[config.mk]
export PLATFORM = sky130hd
export DESIGN_NAME = rtcct_core
export DESIGN_NICKNAME = d
export VERILOG_FILES = /design/src/rtl/rtcct_pkg.sv /design/src/rtl/rtcct_core.sv
export SDC_FILE = /design/constraint.sdc
export NUM_CORES = 1
export LEC_CHECK = 0
export ABC_CLOCK_PERIOD_IN_PS = 3200
export BUFFER_PORTS_ARGS = -buffer_cell sky130_fd_sc_hd__buf_2
export CAP_MARGIN = 15
export CORE_ASPECT_RATIO = 1.1
export CORE_MARGIN = 5
export CORE_UTILIZATION = 50
export DETAILED_ROUTE_END_ITERATION = 6
export PLACE_DENSITY = 0.72
export SYNTH_ARGS = -nofsm -noshare
export SYNTH_HDL_FRONTEND = slang
export SYNTH_SLANG_ARGS = --single-unit
[constraint.sdc]
create_clock -name ref_clk -period 3.2 [get_ports ref_clk]
set_input_delay 0.64 -clock ref_clk [delete_from_list [all_inputs] [get_ports ref_clk]]
set_output_delay 0.64 -clock ref_clk [all_outputs]
set_load 0.005 [all_outputs]
[src/rtl/rtcct_pkg.sv]
// constants and types shared by the rtc control and trim block
package rtcct_pkg;

  // register addresses
  localparam logic [7:0] CTRL_ADDR = 8'h20;
  localparam logic [7:0] TRIM_ADDR = 8'h21;

  // clock control field positions
  localparam int EXT_SEL_BIT = 7;
  localparam int TEST_B_BIT = 6;
  localparam int TEST_A_BIT = 5;
  localparam int CLKOUT_EN_BIT = 4;
  localparam int RUN_BIT = 3;
  localparam int ITS_BIT = 2;
  localparam int FLAG_BIT = 1;
  localparam int IRQ_EN_BIT = 0;

  // reset values
  localparam logic [7:0] CTRL_RESET = 8'h00;
  localparam logic [7:0] TRIM_RESET = 8'h00;
  localparam logic [7:0] UNMAPPED_DATA = 8'h00;

  // timing: reference clock and the 32 kHz oscillator rate it stands in for
  localparam int CLK_FREQ_HZ = 250000000;
  localparam int OSC_FREQ_HZ = 32768;
  localparam int OSC_DIV = CLK_FREQ_HZ / OSC_FREQ_HZ;
  localparam int OSC_CNT_W = 13;

  // divider chain end counts, in units of the stage below
  localparam logic [8:0] PRESCALE_LAST = 9'h1ff;
  localparam logic [4:0] SEC_LAST = 5'h1f;
  localparam logic [5:0] HALF_LAST = 6'h2f;
  localparam logic [5:0] MIN_LAST = 6'h3b;

  // selected interrupt interval
  typedef enum logic [2:0] {
    IVL_MIN = 3'b001,
    IVL_SEC = 3'b010,
    IVL_HALF = 3'b100
  } rtcct_interval_type;

endpackage

[src/rtl/rtcct_core.sv]
// rtc control, divider chain, frequency trim and clock interrupt
`timescale 1ns/100ps

// Functional notes
// (RULE1) both select bits set: 1.5 s interval
// (RULE2) select 1 ext 0: 1 s; select 0: minute
// (RULE3) software writes zero to both test bits
// (RULE4) clock-output enable puts 16 kHz on pin
// (RULE5) port flip-flop and pin stay readable, writable
// (RULE6) run 0 stops oscillator, resets divider chain
// (RULE7) flag set by interval end or software one
// (RULE8) interrupt enable bit gates interrupt request
// (RULE9) control register at 20h, documented bit order
// (RULE10) 8-bit trim register at 21h
// (RULE11) software picks trim from measured frequency
// (RULE12) first short period after minute: trim stretch
// (RULE13) both registers reset to 00h
// (RULE14) interval falling edge sets flag; or external
// (RULE15) flag sets regardless; request is flag and enable
module rtcct_core #(
  parameter int OSC_DIV = rtcct_pkg::OSC_DIV
) (
  input wire logic ref_clk,
  input wire logic rstn,
  input wire logic [7:0] reg_addr,
  input wire logic [7:0] reg_wdata,
  input wire logic reg_wr,
  input wire logic reg_rd,
  output logic [7:0] reg_rdata,
  input wire logic port_ff_wr,
  input wire logic port_ff_wdata,
  output logic port_ff_q,
  input wire logic shared_port_clock_pin_in,
  output logic shared_port_clock_pin_out,
  output logic shared_port_clock_pin_oe,
  output logic pin_level,
  input wire logic ext_int_n,
  output logic osc_enable,
  output logic divided_clock_output,
  output logic rtc_int_request,
  output logic cpu_int_request
);
  import rtcct_pkg::*;

  ////////////////////////////////////////////////////////////////////////////
  // registers and chain state
  logic [7:0] ctrl_reg;
  logic [7:0] ctrl_next;
  logic [7:0] trim_reg;
  logic [7:0] rdata_reg;
  logic [OSC_CNT_W-1:0] osc_cnt_reg;
  logic clk16_reg;
  logic [8:0] prescale_reg;
  logic [8:0] prescale_next;
  logic [4:0] sec_cnt_reg;
  logic [5:0] half_cnt_reg;
  logic [5:0] min_cnt_reg;
  logic trim_win_reg;
  logic trim_done_reg;
  logic port_ff_reg;
  logic pin_meta_reg;
  logic pin_sync_reg;
  logic ext_meta_reg;
  logic ext_sync_n_reg;

  ////////////////////////////////////////////////////////////////////////////
  // bus decode
  wire ctrl_sel = (reg_addr == CTRL_ADDR);
  wire trim_sel = (reg_addr == TRIM_ADDR);
  wire ctrl_wr = reg_wr && ctrl_sel; // RULE9
  wire trim_wr = reg_wr && trim_sel; // RULE10

  // control fields
  wire run = ctrl_reg[RUN_BIT];
  wire its = ctrl_reg[ITS_BIT];
  wire ext_sel = ctrl_reg[EXT_SEL_BIT];
  wire clkout_en = ctrl_reg[CLKOUT_EN_BIT];
  wire clk_irq_flag = ctrl_reg[FLAG_BIT];
  wire clk_irq_en = ctrl_reg[IRQ_EN_BIT];

  // interval choice, one-hot
  rtcct_interval_type interval_sel;
  assign interval_sel = !its ? IVL_MIN : (ext_sel ? IVL_HALF : IVL_SEC); // RULE1 RULE2

  ////////////////////////////////////////////////////////////////////////////
  // divider chain event decode
  wire osc_tick = run && (osc_cnt_reg == OSC_CNT_W'(OSC_DIV - 1));
  wire tick16 = osc_tick && clk16_reg; // falling edge of the 16 kHz clock
  wire trim_hit = trim_win_reg && !trim_done_reg && (trim_reg != TRIM_RESET)
                  && (prescale_reg == {1'b0, trim_reg}); // RULE12
  wire tick32 = tick16 && !trim_hit && (prescale_reg == PRESCALE_LAST);
  wire sec_evt = tick32 && (sec_cnt_reg == SEC_LAST);
  wire half_evt = tick32 && (half_cnt_reg == HALF_LAST);
  wire min_evt = sec_evt && (min_cnt_reg == MIN_LAST);

  // the selected interval ends on the falling edge of its clock
  logic interval_evt;
  always_comb begin
    interval_evt = 1'b0;
    unique case (interval_sel)
      IVL_MIN: interval_evt = min_evt; // RULE2
      IVL_SEC: interval_evt = sec_evt; // RULE2
      IVL_HALF: interval_evt = half_evt; // RULE1
    endcase
  end

  // the trim window closes at the first short period after the minute
  wire win_end = (interval_sel == IVL_HALF) ? half_evt : sec_evt;

  ////////////////////////////////////////////////////////////////////////////
  // oscillator stand-in: a tick every OSC_DIV reference cycles
  assign osc_enable = run; // RULE6
  always_ff @(posedge ref_clk) begin
    if (!rstn || !run || osc_tick) begin
      osc_cnt_reg <= '0; // RULE6
    end else begin
      osc_cnt_reg <= osc_cnt_reg + OSC_CNT_W'(1);
    end
  end

  // 16 kHz divided clock
  always_ff @(posedge ref_clk) begin
    if (!rstn || !run) begin
      clk16_reg <= 1'b0; // RULE6
    end else if (osc_tick) begin
      clk16_reg <= !clk16_reg;
    end
  end
  assign divided_clock_output = clk16_reg;

  // divide-by-512 stage: trim match restarts it, counting those clocks twice
  always_comb begin
    prescale_next = prescale_reg;
    if (tick16) begin
      if (trim_hit) begin
        prescale_next = '0; // RULE12
      end else begin
        prescale_next = prescale_reg + 9'h001;
      end
    end
  end

  always_ff @(posedge ref_clk) begin
    if (!rstn || !run) begin
      prescale_reg <= '0; // RULE6
    end else begin
      prescale_reg <= prescale_next;
    end
  end

  // second, 1.5 s and minute counters; 40 x 1.5 s fits a minute exactly
  always_ff @(posedge ref_clk) begin
    if (!rstn || !run) begin
      sec_cnt_reg <= '0; // RULE6
      half_cnt_reg <= '0;
      min_cnt_reg <= '0;
    end else if (tick32) begin
      sec_cnt_reg <= sec_cnt_reg + 5'h01;
      half_cnt_reg <= half_evt ? 6'h00 : half_cnt_reg + 6'h01;
      if (sec_evt) begin
        min_cnt_reg <= min_evt ? 6'h00 : min_cnt_reg + 6'h01;
      end
    end
  end

  // trim window: opens at each minute, one restart per window
  always_ff @(posedge ref_clk) begin
    if (!rstn || !run) begin
      trim_win_reg <= 1'b0;
      trim_done_reg <= 1'b0;
    end else if (min_evt) begin
      trim_win_reg <= 1'b1; // RULE12
      trim_done_reg <= 1'b0;
    end else begin
      if (win_end) begin
        trim_win_reg <= 1'b0;
      end
      if (tick16 && trim_hit) begin
        trim_done_reg <= 1'b1;
      end
    end
  end

  ////////////////////////////////////////////////////////////////////////////
  // control register: a hardware set of the flag wins over a software clear
  always_comb begin
    ctrl_next = ctrl_reg;
    if (ctrl_wr) begin
      ctrl_next = reg_wdata; // RULE9
    end
    if (interval_evt) begin
      ctrl_next[FLAG_BIT] = 1'b1; // RULE7 RULE14 RULE15
    end
  end

  always_ff @(posedge ref_clk) begin
    if (!rstn) begin
      ctrl_reg <= CTRL_RESET; // RULE13
    end else begin
      ctrl_reg <= ctrl_next;
    end
  end

  // trim register
  always_ff @(posedge ref_clk) begin
    if (!rstn) begin
      trim_reg <= TRIM_RESET; // RULE13
    end else if (trim_wr) begin
      trim_reg <= reg_wdata; // RULE10
    end
  end

  // read data stands one cycle after the strobe, zero otherwise
  wire [7:0] rd_mux = ctrl_sel ? ctrl_reg : (trim_sel ? trim_reg : UNMAPPED_DATA);
  always_ff @(posedge ref_clk) begin
    if (!rstn || !reg_rd) begin
      rdata_reg <= UNMAPPED_DATA;
    end else begin
      rdata_reg <= rd_mux; // RULE9 RULE10
    end
  end
  assign reg_rdata = rdata_reg;

  ////////////////////////////////////////////////////////////////////////////
  // shared port pin: port flip-flop stays live while the clock is routed out
  always_ff @(posedge ref_clk) begin
    if (!rstn) begin
      port_ff_reg <= 1'b1; // quasi-bidirectional lines idle high
    end else if (port_ff_wr) begin
      port_ff_reg <= port_ff_wdata; // RULE5
    end
  end
  assign port_ff_q = port_ff_reg; // RULE5

  // pin and external interrupt come from outside: two flops first
  always_ff @(posedge ref_clk) begin
    if (!rstn) begin
      pin_meta_reg <= 1'b1;
      pin_sync_reg <= 1'b1;
      ext_meta_reg <= 1'b1;
      ext_sync_n_reg <= 1'b1;
    end else begin
      pin_meta_reg <= shared_port_clock_pin_in;
      pin_sync_reg <= pin_meta_reg;
      ext_meta_reg <= ext_int_n;
      ext_sync_n_reg <= ext_meta_reg;
    end
  end
  assign pin_level = pin_sync_reg; // RULE5

  // quasi-bidirectional drive: low strongly, or the clock when routed
  assign shared_port_clock_pin_out = clkout_en ? clk16_reg : port_ff_reg; // RULE4
  assign shared_port_clock_pin_oe = clkout_en || !port_ff_reg; // RULE4

  ////////////////////////////////////////////////////////////////////////////
  // interrupt request, or-combined with the external line for stop wake-up
  assign rtc_int_request = clk_irq_flag && clk_irq_en; // RULE8 RULE15
  assign cpu_int_request = rtc_int_request || !ext_sync_n_reg; // RULE14

  ////////////////////////////////////////////////////////////////////////////
  // checks
  // helper: 32 Hz ticks since the chain started or the last interval end;
  // trusted only while the interval choice is left alone under a running chain
  logic [5:0] chk_ticks_reg;
  logic chk_valid_reg;
  always_ff @(posedge ref_clk) begin
    if (!rstn || !run) begin
      chk_ticks_reg <= 6'h00;
      chk_valid_reg <= 1'b1;
    end else begin
      if (interval_evt) begin
        chk_ticks_reg <= 6'h00;
      end else if (tick32) begin
        chk_ticks_reg <= chk_ticks_reg + 6'h01;
      end
      if ((ctrl_next[EXT_SEL_BIT] != ext_sel) || (ctrl_next[ITS_BIT] != its)) begin
        chk_valid_reg <= 1'b0;
      end
    end
  end
endmodule // rtcct_core

==> flow_metrics.py, run 1 <==
metrics = {
    "floorplan": {
        "die_w_um": 86.5,
        "die_area_um2": 8140,
        "core_um2": 6230,
        "core.rowCount": 30,
        "fp.dieH_um": 94.1,
        "ios": 40,
        "start_util_pct": 51.6,
    },
    "synth": {
        "ys_types": 40,
        "synthFlopType": "dfxtp_1",
        "syn-num-nets": 384,
        "yosys_register_bits": 71,
        "async_reset_ff_share_pct": 0,
        "synth_edf_count": 0,
        "synth_area_um2": 3220,
        "avgSynthCellArea_um2": 9.14,
        "synth_seq_area_share_pct": 44.2,
        "postSynthCellCount": 352,
        "ys_warn_count": 0,
    },
    "cells_and_area": {
        "nets": 427,
        "largest_reg_flops": 13,
        "design_area_um2": 3690,
        "seq_area_um2": 1420,
        "drive_gt1_share_pct": 16.3,
        "diodes": 0,
        "area_growth_pct": 14.9,
        "multiInputGateArea_um2": 1720,
        "n_fill_cell": 570,
        "final_cell_count_no_fill": 479,
    },
    "detailed_routing": {
        "drt_iter0_drc": 93,
        "routed_wl_mm": 6.51,
        "num_vias": 2599,
        "wl_per_cell_um": 13.6,
        "ant_nets": 0,
        "viasPerCell": 5.43,
        "drc": 0,
        "first_pass_iters": 4,
    },
    "critical_path": {
        "worstSetupStartpointType": "flip-flop",
        "cp_slowest_cell": "dfxtp_1",
        "crit_start": "prescale_reg[0]",
        "rrSetupSlack_ns": 0.60,
        "required_ns": 3.47,
        "reg2reg_depth": 11,
        "r2r_start": "prescale_reg[0]",
        "critPathArrivalTime_ns": 2.88,
        "crit_end": "ctrl_reg[1]",
        "crit_fanout": 6,
        "r2r_end": "ctrl_reg[1]",
        "slowest_delay_ns": 0.41,
        "path_class": "reg2reg",
        "crit_path_cell_trace": "ha_1 -> and3_1 -> and3_1 -> ha_1 -> buf_4 -> nand4_1 -> nor3b_1 -> buf_4 -> a21oi_1 -> or4_1 -> o21ai_0",
        "crit_path_end_kind": "flip-flop",
    },
    "flow_run": {
        "max_cap_viol_count": 0,
    },
    "clocking": {
        "clock_latency_ns": 0.35,
        "cts-hold-fix-buffers": 0,
        "clk_pin_slew_ns": 0.07,
        "cts_tree": "done",
        "clock-sinks": 71,
        "post_cts_buffers": 0,
        "cts_buffers": 9,
        "htree_levels": 3,
        "cts-root-buf": "clkbuf_8",
        "cts_resized": 0,
        "cts_buffer_depth": 2,
    },
    "sta": {
        "fmax_ghz": 0.384,
        "hold_violations": 0,
        "max_slew_margin_pct": 27.2,
        "period_minus_slack_ns": 2.60,
        "slew_viol_final": 0,
        "rsz0062_at_grt": "no",
        "fin_crit_sh_pct": 81.4,
        "tns_ns": 0,
        "skew_ns": 0.0129,
        "worst_pin_slew_ns": 1.08,
        "setup_violations": 0,
    },
    "power": {
        "ir_drop_uv": 309,
        "p_per_area_nw_per_um2": 445,
        "power_mw": 1.64,
        "p_leak_nw": 1.45,
    },
    "global_route": {
        "antenna_found_initial": 0,
        "grt_pass1_wl_mm": 11.3,
        "grt_max_degree": 31,
        "grt_pass1_vias": 2511,
        "grt_use_total_pct": 17.5,
        "overflow": 0,
    },
    "place": {
        "dp_cells": 464,
        "io_buffers": 39,
        "postPlaceCellArea_um2": 3500,
        "dpl.hpwl_mm": 4.76,
        "finalWeightedCongestion": 0.816,
    },
    "run_status": {
        "status": "complete, no violations",
    },
    "min_path": {
        "min_path_type": "reg2reg",
    },
}
[worst max-delay path: cells and delay by family (launching register included)]
family / cells / cell delay [ns]
compound gates: 2 / 0.14
flops: 1 / 0.41
fa+ha+maj: 2 / 0.46
simple gates: 5 / 1.18
buf+inv: 2 / 0.33
[metrics by stage]
stage	utilization (%)	hold WS (ns)	setup WS [ns]
CTS	59.3	0.418	0.579
detailed placement	56.1	0.401	0.486
finish	59.3	0.418	0.596
global route	59.3	0.441	0.326
floorplan	-	0.386	0.752
global placement	56.1	0.391	0.574
[final cells by class]
class / instances / area share, %
clock buffer: 12 / 4.20
clock inverter: 3 / 1.15
inverter: 9 / 0.914
multi-input combinational: 261 / 46.5
sequential: 71 / 38.5
tap: 80 / 2.71
timing repair buffer: 43 / 6.10
[Yosys cell counts, types with 2 or more instances]
library cell  count  share of area (%)
or3_1             7                1.4
nand4_1           8                1.6
nand3_1          19                3.0
nor3b_1           2               0.47
nand2_1          20                2.3
or4_1             8                1.9
a21oi_1          24                3.7
nor3_1            4               0.62
and3_1            8                1.6
nand2b_1          7                1.4
ha_1              8                3.1
mux2i_1          27                8.4
inv_1             9                1.1
and2_1            3               0.58
nand3b_1          6                1.4
clkbuf_1          9                1.1
dfxtp_1          71                 44
xnor2_1          14                3.8
nor4_1            2               0.39
nor2b_1           3               0.58
o21ai_0          15                2.3
xor2_1           10                2.7
buf_2             2               0.31
a31oi_1           5               0.97
o311ai_2          2                1.0
and4_1            2               0.54
nor2_1           44                5.1
[cell usage in the layout, fill, tap and decap left out, types with 2 or more instances in the layout]
cell type and n:
a21oi_1 24, a31oi_1 5, and2_1 3, and3_1 8, and4_1 2, buf_2 39
buf_4 4, clkbuf_8 11, dfxtp_1 71, ha_1 8, inv_1 9, mux2i_1 27
nand2_1 20, nand2b_1 7, nand3_1 19, nand3b_1 6, nand4_1 8, nor2_1 44
nor2b_1 3, nor3_1 4, nor3b_1 2, nor4_1 2, o21ai_0 15, o311ai_2 2
or3_1 7, or4_1 8, xnor2_1 14, xor2_1 10
[routing by layer]
| layer | GRT usage [%] | wire, um | vias up |
|---|---|---|---|
| li1 | - | - | 1336 |
| met1 | 21.5 | 3030 | 1228 |
| met2 | 28.6 | 3190 | 24 |
| met3 | 3.77 | 145 | 11 |
| met4 | 8.83 | 144 | 0 |
| met5 | 0 | 0 | - |
[power by group]
group	total, mW	leakage [nW]	internal [mW]	switching [mW]
Clock	0.721	0.0985	0.397	0.323
Combinational	0.0350	0.781	0.0182	0.0168
Sequential	0.888	0.573	0.886	0.00126
Total	1.64	1.45	1.30	0.341
[worst min-delay path by stage]
stage                 start  slack [ns]  cells past startpoint        endpoint
2_1_floorplan  ext_meta_reg        0.39                      1  ext_sync_n_reg
3_3_place_gp   ext_meta_reg        0.39                      1  ext_sync_n_reg
3_5_place_dp   ext_meta_reg        0.40                      1  ext_sync_n_reg
4_1_cts        ext_meta_reg        0.42                      1  ext_sync_n_reg
5_1_grt        ext_meta_reg        0.44                      1  ext_sync_n_reg
6_report       ext_meta_reg        0.42                      1  ext_sync_n_reg
[kinds of logic (layout without fill, tap and decap cells)]
| family | after synthesis | count (layout) | share of synthesized area (%) |
|---|---|---|---|
| mux | 27 | 27 | 8.40 |
| compound gates | 53 | 53 | 10.5 |
| buf+inv | 20 | 67 | 2.41 |
| flops | 71 | 71 | 44.2 |
| simple gates | 149 | 149 | 24.9 |
| xor+xnor | 24 | 24 | 6.54 |
| fa+ha+maj | 8 | 8 | 3.11 |
No activity file was read; power rests on OpenSTA's default activity.
==> run 2: changes to the inputs <==
- ABC_CLOCK_PERIOD_IN_PS: 3200 -> 2510
- clock period: 3.2 -> 2.51 ns (I/O delays scaled with it)
==> flow_metrics.py, run 2 (same netlist as run 1, synthesis figures left out) <==
metrics = {
    "run_status": {
        "status": "complete, no violations",
    },
    "power": {
        "power_frac_seq_pct": 56.6,
        "pwr-share-comb_pct": 2.3,
        "p_int_mw": 1.56,
        "p_leak_nw": 1.50,
        "ir_drop_uv": 410,
        "swShare_pct": 21.7,
        "p_sw_uw": 433,
        "p_clk_share_pct": 41.0,
        "p_per_area_nw_per_um2": 529,
    },
    "clocking": {
        "cts-hold-fix-buffers": 0,
        "cts_buffer_depth": 2,
        "post_cts_buffers": 0,
        "clk_pin_slew_ns": 0.07,
        "clock_latency_ns": 0.35,
        "clock-sinks": 71,
        "htree_levels": 3,
        "cts_tree": "done",
        "cts_buffers": 9,
        "cts-root-buf": "clkbuf_8",
        "cts_resized": 0,
    },
    "place": {
        "dp_cells": 476,
        "io_buffers": 39,
        "dpl.hpwl_mm": 5.05,
        "finalWeightedCongestion": 0.911,
    },
    "cells_and_area": {
        "area_growth_pct": 17.5,
        "drive_gt1_share_pct": 18.9,
        "final_cell_mix": "dfxtp_1, nor2_1, buf_2, mux2i_1, a21oi_1",
        "diodes": 0,
        "largest_reg_flops": 13,
        "final_common_cell": "dfxtp_1",
        "final_cell_count_no_fill": 492,
        "nets": 439,
    },
    "sta": {
        "worst_pin_slew_ns": 0.662,
        "fin_crit_sh_pct": 88.0,
        "setup_violations": 0,
        "tns_ns": 0,
        "max_slew_margin_pct": 55.8,
        "skew_ns": 0.00889,
        "rsz0062_at_grt": "no",
        "fmax_ghz": 0.453,
        "hold_violations": 0,
        "slew_viol_final": 0,
        "period_minus_slack_ns": 2.21,
    },
    "detailed_routing": {
        "viasPerCell": 5.54,
        "wl_per_cell_um": 14.0,
        "ant_nets": 0,
        "drc": 0,
        "drt_iter0_drc": 132,
        "first_pass_iters": 4,
        "routed_wl_mm": 6.86,
        "num_vias": 2725,
    },
    "critical_path": {
        "critPathArrivalTime_ns": 2.49,
        "crit_fanout": 10,
        "required_ns": 2.79,
        "crit_path_end_kind": "flip-flop",
        "slowest_delay_ns": 0.56,
        "worstSetupStartpointType": "flip-flop",
        "crit_path_cell_trace": "or4_4 -> o211ai_2 -> o311ai_2 -> or4_1 -> a21oi_1",
        "cp_slowest_cell": "or4_4",
        "path_class": "reg2reg",
    },
    "global_route": {
        "gr-usage-met3_pct": 4.30,
        "grt_use_total_pct": 19.0,
        "met1_usage_pct": 22.7,
        "grt_max_degree": 30,
        "grtUsageMet2_pct": 32.0,
        "antenna_found_initial": 0,
        "grt_pass1_vias": 2741,
        "grt_busiest_layer": "met2",
        "overflow": 0,
        "grt_pass1_wl_mm": 12.3,
    },
    "floorplan": {
        "die_area_um2": 8140,
        "core_um2": 6230,
        "core.rowCount": 30,
        "fp.dieH_um": 94.1,
        "start_util_pct": 51.6,
        "die_w_um": 86.5,
        "ios": 40,
    },
    "flow_run": {
        "max_cap_viol_count": 0,
    },
    "min_path": {
        "min_path_type": "in2reg",
    },
}
-- run 2: layout make-up --
cell class	instances	area [um^2]
Timing Repair Buffer	55	315
Fill cell	560	2450
Clock inverter	3	17.5
Tap cell	80	100
Inverter	9	33.8
Multi-Input combinational cell	261	1730
Clock buffer	13	159
Sequential cell	71	1420
-- run 2: power groups by stage --
stage	sequential [mW]	clock (mW)	combinational, mW
2_1_floorplan	1.16	0	0.0190
3_3_place_gp	1.16	0	0.0453
3_5_place_dp	1.16	0	0.0467
4_1_cts	1.13	0.835	0.0468
5_1_grt	1.13	0.899	0.0522
6_report	1.13	0.820	0.0463
-- run 2: path summary, 6_finish.rpt --
| check | start | end | slack (ns) | cells past startpoint |
|---|---|---|---|---|
| setup / recovery | trim_reg[2] | half_cnt_reg[4] | 0.30 | 5 |
| hold / removal | ext_int_n | ext_meta_reg | 0.33 | 2 |
| setup reg to reg | trim_reg[2] | half_cnt_reg[4] | 0.30 | 5 |
| hold reg to reg | ext_meta_reg | ext_sync_n_reg | 0.41 | 1 |
-- run 2: critical path: cells and delay by family (launching register included) --
family	cells	cell delay, ns
flip-flops	1	0.35
AND/OR/NAND/NOR	2	1.08
AO/OA/AOI/OAI	3	0.72
-- run 2: layer usage --
metal	routed length, um	up-vias
met3	244	13
met1	3100	1303
li1	-	1365
met2	3380	44
met4	138	0
met5	0	-
-- run 2: through the flow --
stage          hold WS (ns)  worst slack [ns]  utilization, %  instance area (um^2)  total power [mW]
3_3_place_gp          0.389             0.273            57.6                  3590              1.20
2_1_floorplan         0.386            0.0615               -                  3220              1.18
3_5_place_dp          0.393             0.171            57.6                  3590              1.20
5_1_grt               0.325            0.0382            60.7                  3780              2.08
4_1_cts               0.324             0.151            60.4                  3760              2.01
6_report              0.332             0.301            60.7                  3780              2.00
==> run 3: changes to the inputs <==
- ABC_CLOCK_PERIOD_IN_PS: 2510 -> 1800
- CELL_PAD_IN_SITES_DETAIL_PLACEMENT: not set -> 0
- CELL_PAD_IN_SITES_GLOBAL_PLACEMENT: not set -> 2
- CORE_UTILIZATION: 50 -> 32
- PLACE_DENSITY: 0.72 -> 0.77
- RECOVER_POWER: not set -> 25
- clock period: 2.51 -> 1.8 ns (I/O delays scaled with it)
==> flow_metrics.py, run 3 (same netlist as run 1, synthesis figures left out) <==
metrics = {
    "run_status": {
        "status": "complete, but fails checks",
        "violations": "setup timing",
    },
    "critical_path": {
        "crit_path_end_kind": "flip-flop",
        "crit_fanout": 5,
        "cp_top_family": "simple AND/OR/NAND/NOR gates",
        "path_class": "reg2reg",
        "cp_slowest_cell": "or4_4",
        "crit_path_cell_trace": "ha_4 -> and3_4 -> and3_4 -> ha_4 -> and2_4 -> o311ai_4 -> buf_6 -> or4_4 -> a21oi_2",
        "reg2reg_depth": 9,
        "rrSetupSlack_ns": -0.26,
        "critPathArrivalTime_ns": 2.34,
        "r2r_start": "prescale_reg[1]",
        "required_ns": 2.08,
        "worstSetupStartpointType": "flip-flop",
        "crit_start": "prescale_reg[1]",
        "slowest_delay_ns": 0.41,
        "r2r_end": "min_cnt_reg[2]",
        "worst-path-buf-inv": 1,
    },
    "min_path": {
        "hold_depth": 2,
        "hold_path_end": "pin_meta_reg",
        "hold_start": "shared_port_clock_pin_in",
        "min_path_type": "in2reg",
    },
    "power": {
        "power_mw": 2.84,
        "p_sw_uw": 654,
        "swShare_pct": 23.1,
        "p_leak_nw": 1.91,
        "power_frac_seq_pct": 55.5,
        "ir_drop_uv": 385,
        "p_clk_share_pct": 41.8,
        "pwr-share-comb_pct": 2.6,
        "p_int_mw": 2.18,
        "p_per_area_nw_per_um2": 592,
    },
    "detailed_routing": {
        "drt_iter0_drc": 91,
        "viasPerCell": 5.01,
        "routed_wl_mm": 8.97,
        "wl_per_cell_um": 14.9,
        "num_vias": 3015,
        "ant_nets": 0,
        "first_pass_iters": 4,
        "drc": 0,
    },
    "global_route": {
        "grt_max_degree": 30,
        "grt_use_total_pct": 15.0,
        "overflow": 0,
        "grt_pass1_vias": 3004,
        "antenna_found_initial": 0,
        "grt_pass1_wl_mm": 14.6,
    },
    "sta": {
        "finalWorstSetupSlack_ns": -0.264,
        "hold_violations": 0,
        "tns_ns": -4.13,
        "max_slew_margin_pct": 65.0,
        "setup_violations": 25,
        "rsz0062_at_grt": "yes",
        "skew_ns": 0.00894,
        "slew_viol_final": 0,
        "worst_pin_slew_ns": 0.525,
        "period_minus_slack_ns": 2.06,
        "fmax_ghz": 0.484,
        "fin_crit_sh_pct": 115,
    },
    "place": {
        "dp_slack_ns": -0.327,
        "finalWeightedCongestion": 0.811,
        "io_buffers": 39,
        "dpl.hpwl_mm": 6.12,
        "postPlaceCellArea_um2": 4130,
    },
    "clocking": {
        "cts_buffer_depth": 2,
        "clock-sinks": 71,
        "cts-hold-fix-buffers": 0,
        "cts-root-buf": "clkbuf_8",
        "cts_buffers": 9,
        "clock_latency_ns": 0.35,
        "cts_tree": "done",
        "clk_pin_slew_ns": 0.08,
        "htree_levels": 3,
    },
    "floorplan": {
        "start_util_pct": 32.7,
        "die_area_um2": 12200,
        "die_w_um": 106,
        "ios": 40,
        "core_um2": 9840,
        "core.rowCount": 38,
        "fp.dieH_um": 115,
    },
    "cells_and_area": {
        "final_cell_mix": "buf_4, dfxtp_1, nor2_1, buf_2, mux2i_1",
        "diodes": 0,
        "nets": 509,
        "fin_util_pct": 48.7,
        "area_growth_pct": 49.1,
        "design_area_um2": 4790,
        "final_common_cell": "buf_4",
        "drive_gt1_share_pct": 41.1,
        "largest_reg_flops": 13,
    },
    "flow_run": {
        "max_cap_viol_count": 0,
    },
}
-- run 3: worst max path at each step --
stage | cells after the start | to | slack (ns)
2_1_floorplan | 10 | min_cnt_reg[5] | -0.30
3_5_place_dp | 9 | min_cnt_reg[2] | -0.33
3_3_place_gp | 9 | min_cnt_reg[2] | -0.30
6_report | 9 | min_cnt_reg[2] | -0.26
4_1_cts | 6 | ctrl_reg[1] | -0.23
5_1_grt | 6 | ctrl_reg[1] | -0.35
-- run 3: metal layers --
layer | share of wire [%] | GRT usage, %
met5 | 0 | 0
met4 | 1.2 | 3.63
met3 | 3.0 | 4.21
met2 | 51 | 26.5
met1 | 44 | 18.2
-- run 3: power groups by stage --
| stage | Combinational [mW] | Clock [mW] | Sequential (mW) |
|---|---|---|---|
| floorplan | 0.0293 | 0 | 1.61 |
| global placement | 0.0733 | 0 | 1.61 |
| detailed placement | 0.0742 | 0 | 1.61 |
| CTS | 0.0754 | 1.23 | 1.58 |
| global route | 0.0816 | 1.32 | 1.58 |
| finish | 0.0740 | 1.19 | 1.58 |
-- run 3: cell type report --
class                      count  area [um^2]
timing repair buffer         124          918
fill                         936         5050
tap                          120          150
clock inverter                 5         31.3
inverter                       9         33.8
multi-input combinational    262         2070
sequential                    71         1440
clock buffer                  11          151
-- run 3: worst register-to-register path, delay by kind of cell (launching register included) --
family,cells,cell delay (ns)
simple gates,4,0.94
flops,1,0.36
fa+ha+maj,2,0.30
compound gates,2,0.25
buf+inv,1,0.15
-- run 3: per-stage QoR --
step | std cells | hold WS, ns
2_1_floorplan | 352 | 0.386
3_3_place_gp | 568 | 0.388
3_5_place_dp | 568 | 0.393
4_1_cts | 598 | 0.175
5_1_grt | 602 | 0.169
6_report | 602 | 0.187
-- run 3: repair_timing --
item,CTS,global route
hold endpoints to repair,0,0
endpoints found under the setup margin,26,28
gates resized for setup,36,43
pin swaps,29,27
setup buffers,12,5
gates cloned,2,0
